===== src/hw/cli_defs.svh =====
// Purpose: Constants of the 139 264 kbit/s coded-mark-inversion line interface
// Assumes: 200 MHz system clock
// Notes:   Timing counts are derived from the printed figures
`ifndef CLI_DEFS_SVH
`define CLI_DEFS_SVH

// Line rate and unit interval
`define CLI_LINE_RATE_KBPS 139264
`define CLI_RATE_TOL_PPM 15
`define CLI_UI_PS 7180

// System clock
`define CLI_CLK_KHZ 200000
`define CLI_CLK_MHZ 200

// Bit-tick accumulator: width and increment, increment = rate / clock * 2^width
`define CLI_NCO_W 24
`define CLI_NCO_INC ((64'd139264 * 64'd16777216) / 64'd200000)

// Alarm apply and release bound
`define CLI_AIS_DELAY_US 250
`define CLI_AIS_DELAY_CYC (`CLI_AIS_DELAY_US * `CLI_CLK_MHZ)

// Default loss detection: quiet cycles to declare, good symbols to clear
`define CLI_LOS_DET_CYC 2000
`define CLI_LOS_CLR_SYM 1024

// Coded symbol patterns (first half, second half)
`define CLI_SYM_ZERO 2'h1
`define CLI_SYM_BAD 2'h2

`endif


===== src/hw/cli_pkg.sv =====
// Purpose: Types of the coded-mark-inversion line interface
// Assumes: Nothing beyond the constants header
// Notes:   Words carry a data bit and an alarm marker together
package cli_pkg;

    // One line symbol: the two half-interval levels
    typedef struct packed {
        logic first_half;
        logic second_half;
    } cli_sym_t;

    // One received word handed to the path termination
    typedef struct packed {
        logic all_ones_alarm_indication;
        logic data;
    } cli_rx_word_t;

    // Receive signal state, one-hot
    typedef enum logic [1:0] {
        RX_SIGNAL = 2'h1,
        RX_LOST = 2'h2
    } cli_rx_state_t;

endpackage : cli_pkg


===== src/hw/cli_line_interface.sv =====
// Purpose: Coded-mark-inversion encoder, decoder, loss detection and alarm substitution
// Assumes: An external serializer/deserializer moves symbol pairs to and from the coax pair
// Notes:   Line bits are clock enables on clk_sys_i; no second clock domain exists
//
// What this block does
// - Transmit data is converted to coded mark inversion before it leaves for the line.
// - Received symbols are decoded and handed downstream through a two-entry buffer with a valid/ready handshake.
// - Line runs at 139 264 kbit/s; receive tolerates 15 ppm rate deviation.
// - Each transmitted symbol occupies one 7.18 ns unit interval, paced by the bit tick.
// - Loss of signal is detected on the incoming line and flagged as a defect.
// - Within 250 us of loss, output becomes all-ones on a stand-in clock.
// - Within 250 us after loss clears, decoded data resumes.
// - Defect reaches the equipment manager only while supervision is monitored.
`timescale 1ns/1ps
`include "cli_defs.svh"

module cli_line_interface
    import cli_pkg::*;
#(
    parameter int LOS_DET_CYC = `CLI_LOS_DET_CYC,
    parameter int LOS_CLR_SYM = `CLI_LOS_CLR_SYM,
    parameter int AIS_DELAY_CYC = `CLI_AIS_DELAY_CYC
) (
    input wire logic clk_sys_i,
    input wire logic sys_rst_i,
    input wire logic ce_i,
    input wire logic tx_valid_i,
    input wire logic tx_data_i,
    output logic tx_ready_o,
    output cli_sym_t tx_sym_o,
    output logic tx_sym_stb_o,
    input wire cli_sym_t line_rx_sym_i,
    input wire logic line_rx_tgl_i,
    output cli_rx_word_t rx_word_o,
    output logic rx_valid_o,
    input wire logic rx_ready_i,
    output logic rx_overrun_o,
    input wire logic supervision_monitored_i,
    output logic supervision_state_o,
    output logic loss_of_signal_defect_o,
    output logic los_report_o
);

    // The increment is worked out in 64 bits and cut to the accumulator width on purpose
    localparam logic [`CLI_NCO_W-1:0] NCO_INC = `CLI_NCO_W'(`CLI_NCO_INC);
    localparam logic [15:0] DET_MAX = 16'(LOS_DET_CYC - 1);
    localparam logic [15:0] CLR_MAX = 16'(LOS_CLR_SYM - 1);

    ////////////////////////////////////////////////////////////////////////////////
    // Pin synchronisers: symbol levels and the deserializer toggle
    logic [2:0] sync1_ff, sync2_ff, nxt_sync1, nxt_sync2;
    logic tgl_seen_ff, nxt_tgl_seen;
    logic rx_evt;
    cli_sym_t rx_sym;

    // First stage feeds only the second stage
    always_comb begin
        nxt_sync1 = sync1_ff;
        nxt_sync2 = sync2_ff;
        nxt_tgl_seen = tgl_seen_ff;
        if (ce_i) begin
            nxt_sync1 = {line_rx_tgl_i, line_rx_sym_i};
            nxt_sync2 = sync1_ff;
            nxt_tgl_seen = sync2_ff[2];
        end
    end

    always_ff @(posedge clk_sys_i) begin
        if (sys_rst_i) begin
            sync1_ff <= 3'h0;
            sync2_ff <= 3'h0;
            tgl_seen_ff <= 1'b0;
        end else begin
            sync1_ff <= nxt_sync1;
            sync2_ff <= nxt_sync2;
            tgl_seen_ff <= nxt_tgl_seen;
        end
    end

    // A symbol arrives on each toggle edge; rate offset is absorbed here
    assign rx_evt = ce_i && (sync2_ff[2] != tgl_seen_ff);
    assign rx_sym = cli_sym_t'(sync2_ff[1:0]);

    ////////////////////////////////////////////////////////////////////////////////
    // Bit tick from a phase accumulator; paces transmit and the stand-in clock
    logic [`CLI_NCO_W-1:0] nco_ff, nxt_nco;
    logic tick_ff, nxt_tick;

    // Fractional stepping keeps the mean rate within ppm, at the cost of 5 ns jitter
    always_comb begin
        nxt_nco = nco_ff;
        nxt_tick = 1'b0;
        if (ce_i) begin
            {nxt_tick, nxt_nco} = {1'b0, nco_ff} + {1'b0, NCO_INC};
        end
    end

    always_ff @(posedge clk_sys_i) begin
        if (sys_rst_i) begin
            nco_ff <= '0;
            tick_ff <= 1'b0;
        end else begin
            nco_ff <= nxt_nco;
            tick_ff <= nxt_tick;
        end
    end

    ////////////////////////////////////////////////////////////////////////////////
    // Transmit encoder
    cli_sym_t tx_sym_ff, nxt_tx_sym;
    logic tx_stb_ff, nxt_tx_stb;
    logic one_level_ff, nxt_one_level;
    logic tx_bit;

    // One bit taken per tick; an idle source is sent as zeros
    assign tx_ready_o = tick_ff && ce_i;
    assign tx_bit = tx_valid_i && tx_data_i;

    always_comb begin
        nxt_tx_sym = tx_sym_ff;
        nxt_tx_stb = 1'b0;
        nxt_one_level = one_level_ff;
        if (tick_ff && ce_i) begin
            nxt_tx_stb = 1'b1;
            if (tx_bit) begin
                nxt_tx_sym = cli_sym_t'({~one_level_ff, ~one_level_ff});
                nxt_one_level = ~one_level_ff;
            end else begin
                nxt_tx_sym = cli_sym_t'(`CLI_SYM_ZERO);
            end
        end
    end

    always_ff @(posedge clk_sys_i) begin
        if (sys_rst_i) begin
            tx_sym_ff <= cli_sym_t'(`CLI_SYM_ZERO);
            tx_stb_ff <= 1'b0;
            one_level_ff <= 1'b0;
        end else begin
            tx_sym_ff <= nxt_tx_sym;
            tx_stb_ff <= nxt_tx_stb;
            one_level_ff <= nxt_one_level;
        end
    end

    assign tx_sym_o = tx_sym_ff;
    assign tx_sym_stb_o = tx_stb_ff;

    ////////////////////////////////////////////////////////////////////////////////
    // Receive decoder, loss detection and alarm substitution
    cli_rx_state_t state_ff, nxt_state;
    cli_sym_t prev_sym_ff, nxt_prev_sym;
    logic [15:0] quiet_ff, nxt_quiet;
    logic [15:0] good_ff, nxt_good;
    logic sup_ff, nxt_sup;
    logic ovr_ff, nxt_ovr;
    logic line_active;
    logic push;
    logic push_ready;
    cli_rx_word_t push_word;

    // A dead line shows no level change, within or between symbols
    assign line_active = rx_evt && ((rx_sym != prev_sym_ff) || (rx_sym.first_half != rx_sym.second_half));

    always_comb begin
        nxt_state = state_ff;
        nxt_prev_sym = prev_sym_ff;
        nxt_quiet = quiet_ff;
        nxt_good = good_ff;
        nxt_ovr = ovr_ff;
        nxt_sup = sup_ff;
        push = 1'b0;
        push_word = '0;
        if (ce_i) begin
            nxt_sup = supervision_monitored_i;
            if (rx_evt) begin
                nxt_prev_sym = rx_sym;
            end
            if (line_active) begin
                nxt_quiet = 16'h0000;
            end else if (quiet_ff != DET_MAX) begin
                nxt_quiet = quiet_ff + 16'h0001;
            end
            case (state_ff)
                RX_SIGNAL: begin
                    // Low then high is zero; a flat symbol is one
                    push = rx_evt;
                    push_word.data = (rx_sym != cli_sym_t'(`CLI_SYM_ZERO));
                    if (quiet_ff == DET_MAX) begin
                        nxt_state = RX_LOST;
                        nxt_good = 16'h0000;
                        push = 1'b0;
                    end
                end
                RX_LOST: begin
                    // All-ones on the local tick stands in for the lost clock
                    push = tick_ff;
                    push_word = '{all_ones_alarm_indication: 1'b1, data: 1'b1};
                    if (!line_active && rx_evt) begin
                        nxt_good = 16'h0000;
                    end else if (line_active && good_ff == CLR_MAX) begin
                        nxt_state = RX_SIGNAL;
                    end else if (line_active) begin
                        nxt_good = good_ff + 16'h0001;
                    end
                end
                default: begin
                    nxt_state = RX_LOST;
                end
            endcase
            // The line cannot be stalled, so a full buffer drops the bit
            if (push && !push_ready) begin
                nxt_ovr = 1'b1;
            end
        end
    end

    always_ff @(posedge clk_sys_i) begin
        if (sys_rst_i) begin
            state_ff <= RX_LOST;
            prev_sym_ff <= cli_sym_t'(2'h0);
            quiet_ff <= 16'h0000;
            good_ff <= 16'h0000;
            ovr_ff <= 1'b0;
            sup_ff <= 1'b0;
        end else begin
            state_ff <= nxt_state;
            prev_sym_ff <= nxt_prev_sym;
            quiet_ff <= nxt_quiet;
            good_ff <= nxt_good;
            ovr_ff <= nxt_ovr;
            sup_ff <= nxt_sup;
        end
    end

    assign loss_of_signal_defect_o = (state_ff == RX_LOST);
    assign los_report_o = (state_ff == RX_LOST) && sup_ff;
    assign supervision_state_o = sup_ff;
    assign rx_overrun_o = ovr_ff;

    ////////////////////////////////////////////////////////////////////////////////
    // Two-entry buffer toward the path termination
    cli_rx_word_t buf_mem_ff [0:1];
    cli_rx_word_t nxt_mem [0:1];
    logic wr_ptr_ff, rd_ptr_ff, nxt_wr_ptr, nxt_rd_ptr;
    logic [1:0] cnt_ff, nxt_cnt;
    logic do_wr, do_rd;

    assign push_ready = (cnt_ff != 2'h2);
    assign do_wr = push && push_ready;
    assign do_rd = ce_i && rx_valid_o && rx_ready_i;

    always_comb begin
        nxt_mem = buf_mem_ff;
        nxt_wr_ptr = wr_ptr_ff;
        nxt_rd_ptr = rd_ptr_ff;
        nxt_cnt = cnt_ff;
        if (do_wr) begin
            nxt_mem[wr_ptr_ff] = push_word;
            nxt_wr_ptr = ~wr_ptr_ff;
        end
        if (do_rd) begin
            nxt_rd_ptr = ~rd_ptr_ff;
        end
        nxt_cnt = cnt_ff + {1'b0, do_wr} - {1'b0, do_rd};
    end

    always_ff @(posedge clk_sys_i) begin
        if (sys_rst_i) begin
            buf_mem_ff[0] <= '0;
            buf_mem_ff[1] <= '0;
            wr_ptr_ff <= 1'b0;
            rd_ptr_ff <= 1'b0;
            cnt_ff <= 2'h0;
        end else begin
            buf_mem_ff <= nxt_mem;
            wr_ptr_ff <= nxt_wr_ptr;
            rd_ptr_ff <= nxt_rd_ptr;
            cnt_ff <= nxt_cnt;
        end
    end

    assign rx_valid_o = (cnt_ff != 2'h0);
    assign rx_word_o = buf_mem_ff[rd_ptr_ff];
endmodule : cli_line_interface


===== config.mk =====
export PLATFORM = sky130hd
export DESIGN_NAME = cli_line_interface
export DESIGN_NICKNAME = d
export VERILOG_FILES = /design/src/hw/cli_pkg.sv /design/src/hw/cli_line_interface.sv
export VERILOG_INCLUDE_DIRS = /design/src /design/src/hw
export SDC_FILE = /design/constraint.sdc
export NUM_CORES = 1
export LEC_CHECK = 0
export BUFFER_PORTS_ARGS = -buffer_cell sky130_fd_sc_hd__buf_2
export CAP_MARGIN = 20
export CORE_ASPECT_RATIO = 0.75
export CORE_MARGIN = 2
export CORE_UTILIZATION = 50
export CTS_BUF_LIST = sky130_fd_sc_hd__clkbuf_2 sky130_fd_sc_hd__clkbuf_4 sky130_fd_sc_hd__clkbuf_8
export DETAILED_ROUTE_END_ITERATION = 8
export PLACE_DENSITY = 0.67
export SETUP_SLACK_MARGIN = 0.1
export SLEW_MARGIN = 20
export SYNTH_ARGS = -nofsm -noshare
export SYNTH_HDL_FRONTEND = slang
export SYNTH_SLANG_ARGS = --single-unit

===== constraint.sdc =====
create_clock -name clk_sys_i -period 4.9 [get_ports clk_sys_i]
set_clock_uncertainty 0.05 [all_clocks]
set_input_delay 1.47 -clock clk_sys_i [delete_from_list [all_inputs] [get_ports clk_sys_i]]
set_output_delay 1.47 -clock clk_sys_i [all_outputs]
set_load 0.01 [all_outputs]

# Word-level counts from Yosys, hierarchy flattened
# Cells that the tools add are included.
# word_totals
latch_bits	0
wordCells	103
ramBits	0
output_inout_bits	11
mem_bits_ro	0
n_memories	0
register_bits	82
in_bits	10
# classes
mul	0
n_reduce_logical	25
n_lt_le_gt_ge	3
addsub	5
eq_ne	15
shifts	0
muxes	26
n_bitwise	6
n_div	0
# op_table
cell	count
$mux W16	6
$add A16 B1 Y16 const B	2
$pmux W16 S2	1
$add A24 B24 Y25 const B	1
$mux W2	9
$eq A16 B10 Y1 const B	1
$eq A16 B11 Y1 const B	1
$ne A16 B11 Y1 const B	1
$logic_and A1 B1 Y1	12
$reduce_and A2 Y1	4
$ne A2 B2 Y1 const B	3
$reduce_bool A2 Y1	3
$mux W1	5
$reduce_and A5 Y1	1
$bwmux W4	1
$ge A2 B2 Y1 const B	2
$ne A2 B1 Y1 const B	2
$not A1 Y1	4
$not A1 Y2	2
$pmux W1 S2	2
$pmux W2 S2	1
$reduce_and A4 Y1	1
$ne A3 B1 Y1 const B	1
$ne A3 B3 Y1 const B	1
11 further kinds	13

# Longest topological paths before layout
# depth
word_depth	9
depth_mapped	12
depth_no_buf	12

# Least setup slack after synthesis
# Ideal clock, no wire load.
# synth_path
path_kind	input -> output
from	in ce_i
to	out tx_ready_o
path_slack_ns	1.363
t_required_ns	3.380
stages	3
arrival_time_ns	2.017
cell_sequence	clkbuf_1 > nand2_1 > inv_1
# synth_via
elab_chain_cells	1
# synth_lines
element	line	source
start: declaration	cli_line_interface.sv:26	input wire logic ce_i,
$logic_and A1 B1 Y1	cli_line_interface.sv:116	assign tx_ready_o = tick_ff && ce_i;
end: declaration	cli_line_interface.sv:29	output logic tx_ready_o,
# Every way passes these cells.

# Worst setup path in the final report
# Ends and elaborated chain as after synthesis.

==> metrics.md <==
| Metric | Value |
|---|---|
| Final wirelength | `8.95 mm` |
| Clock slew at reported path FFs | `80 ps` |
| CP Launch Point | `ce_i` |
| Total number of vias | `3559` |
| Leakage Power | `1.75 nW` |
| Area leader, netlist | `dfxtp_1` |
| Status | `finished, final reports clean` |
| Hold Crit Start | `prev_sym_ff[0]$_SDFFE_PP0P_` |
| Crit path time final | `3580 ps` |
| Setup TNS Final | `0 ps` |
| FP Rows | `28` |
| VDD IR max | `0.000253 V` |
| Crit path required time | `3380 ps` |
| Avg Cell Area, Syn | `8.61 um^2` |
| Synth Flop Type | `dfxtp_1` |
| Pwr dens | `317 nW/um^2` |
| Routability cong. | `0.797` |
| Mapped Area | `4180 um^2` |
| Critical R2R Capture | `cnt_ff[1]$_SDFF_PP0_` |
| Largest family of logic cells by synthesized area | `simple AND/OR/NAND/NOR gates` |
| Distinct cells, synth | `61` |
| First-pass iteration count of the detailed router | `5` |
| Post-synthesis async set-or-reset flop share | `0` |
| Hold-fix buffers at CTS | `0` |
| Initial antenna violation count | `0` |
| Worst-Margin Slew | `780 ps` |
| Overflow after GRT | `0` |
| P&R area growth vs syn | `9.74%` |
| Total core area | `7990 um^2` |
| Initial Utilization | `0.523` |
| R2R Path Start | `quiet_ff[0]$_SDFFE_PP0P_` |
| Post-CTS resize count | `0` |
| Hold Path Cell Cnt | `2` |
| Detail Route Antenna Nets | `0` |
| Final setup fails | `0` |
| Hold Crit Endpoint | `prev_sym_ff[0]$_SDFFE_PP0P_` |
| Htree depth | `3` |
| Die X | `110 um` |
| Worst hold-check path type | `register to register` |
| Post-synthesis sequential area ratio | `0.393` |
| Number of CTS-inserted buffers | `9` |
| Max Buffers Root-to-Sink | `2` |
| Synth Area in Simple Gates | `0.273` |
| Arrival @ worst endpoint | `2060 ps` |
| RSZ-0062 raised after global routing | `false` |
| Setup slack after layout | `1320 ps` |
| Clock root cell | `clkbuf_8` |
| Post-placement worst setup slack | `1320 ps` |
| CTS sink cnt | `82` |
| Vert. Die Dim | `83.1 um` |
| Worst-Skew Late Latency | `360 ps` |
| Synth top area share | `0.393` |
| Share of layout cells above drive strength 1 | `0.137` |
| Vias in the first global route | `3210` |
| Area contributors post-synth | `dfxtp_1 39%, nor2_1 5.7%, xnor2_1 4.4%` |
| HPWL after DPL | `5.94 mm` |
| Post-Synth Adder-Cell Area | `0.0240` |
| Synth Area in Compound Gates | `0.144` |
| Setup bufs post-CTS | `0` |
| Post-synthesis register bit count | `82` |
| Max Cap Violations | `0` |
| Post-synthesis xor/xnor area fraction | `0.0836` |
| First-pass GRT wire length | `15.2 mm` |
| Number of synthesized flops with an enable pin | `0` |
| Worst Setup End Kind | `primary output` |
| Warnings from Yosys | `0` |
| Die area | `9110 um^2` |
| Final Hold Fails | `0` |
| CTS tree | `built` |
| Largest net degree at the start of global routing | `52` |
| Fin. max-slew vios | `0` |
| R2r setup slk | `2180 ps` |
| GRT Total Usage | `0.206` |
| Mapped Cells | `485` |
| Drt drc | `0` |
| Setup CP Type | `input pin to primary output` |
| PortBufs | `20` |
| ANT cells | `0` |
| Peak Freq | `0.279 GHz` |
| Drt initial violations | `209` |
| Syn Nets | `503` |
| Mux share of post-synthesis cell area | `0.0375` |
| Type of origin of the critical path | `input pin` |
| Worst-path fanout max | `9` |
| Relative slew slack | `0.478` |
| Final worst-path cycle share | `0.730` |
| Final nets | `516` |
| Vias per std cell | `5.85` |
| WL/cell | `14.7 um` |
| Top Ports | `21` |
| Reg2reg path depth | `11` |
kinds of logic (layout without fill, tap and decap cells):
logic type	Yosys count	count (layout)
muxes	15	15
AOI/OAI and AO/OA	84	84
adders and majority gates	8	8
and+or+nand+nor	212	212
buffers and inverters	45	63
DFF	82	82
xor gates and xnor gates	39	39
cells in the mapped netlist, drive strengths merged (9+ instances only):
| cell type | count |
|---|---|
| a21oi | 15 |
| xor2 | 18 |
| a31oi | 28 |
| nand3 | 30 |
| nand2 | 31 |
| inv | 22 |
| mux2i | 10 |
| clkbuf | 15 |
| nor2 | 63 |
| dfxtp | 82 |
| xnor2 | 21 |
| nand4 | 16 |
| and4 | 12 |
| o21ai | 14 |
| and3 | 10 |
| nand2b | 9 |
critical path, stage by stage:
cell	delay [ps]
buf_2	200
nand2_1	160
inv_1	100
buf_2	130
area by class of cell:
type | instances | area (um^2)
Clock buffer | 11 | 139
Clock inverter | 5 | 103
Fill cell | 731 | 3410
Inverter | 22 | 82.6
Multi-Input combinational cell | 358 | 2350
Sequential cell | 82 | 1640
Tap cell | 105 | 131
Timing Repair Buffer | 25 | 138
where the power goes:
group,internal (mW),total (mW),switching (mW)
Combinational,0.0588,0.139,0.0807
Clock,0.349,0.590,0.241
Sequential,0.693,0.725,0.0320
layout by cell type, fill, tap and decap left out, types with 3 or more instances in the layout:
master / n
a41oi_1: 4
a31oi_1: 27
a31o_2: 4
nor2b_1: 3
xnor2_1: 21
bufinv_16: 3
nand3_1: 30
or2_2: 4
buf_2: 20
or3_1: 7
nor4b_1: 3
and3_1: 10
a311o_1: 3
nor2_1: 63
dfxtp_1: 82
buf_4: 5
mux2i_1: 10
ha_1: 8
nor4_1: 5
nor3_1: 8
nand2_1: 30
clkbuf_8: 9
nand4_1: 16
a21oi_1: 15
xor2_1: 17
and4_1: 12
o21ai_0: 10
nand2b_1: 9
inv_1: 21
mux2_2: 4
worst max path at each step:
stage / to / slack [ps] / depth (start not counted)
3_5_place_dp: tx_ready_o / 1320 / 4
6_report: tx_ready_o / 1320 / 4
3_3_place_gp: tx_ready_o / 1340 / 4
5_1_grt: tx_ready_o / 1260 / 4
2_1_floorplan: tx_ready_o / 1360 / 3
4_1_cts: tx_ready_o / 1320 / 4
flip-flops by register name (all words and copies together), names as in the netlist, 2 cells and up:
signal / cells
nco_ff: 24
cnt_ff: 2
good_ff: 16
sync2_ff: 3
quiet_ff: 16
sync1_ff: 3
tx_sym_o: 2
prev_sym_ff: 2
buf_mem_ff: 4
state_ff: 2
metal layers:
metal,global-route usage,vias to the layer above,share of wire
li1,-,1773,-
met3,0.0612,12,0.041
met2,0.313,86,0.42
met4,0.0403,0,0.0092
met5,0,-,0
met1,0.291,1688,0.53
metrics by stage:
stage	power [mW]	hold slack [ps]	instance area, um^2	util	instances
floorplan	0.845	382	4180	-	485
global placement	0.874	407	4340	0.543	592
detailed placement	0.878	415	4340	0.543	592
CTS	1.47	428	4580	0.573	608
global route	1.52	450	4580	0.574	608
finish	1.45	428	4580	0.574	608
(Power assumes the default switching activity.)
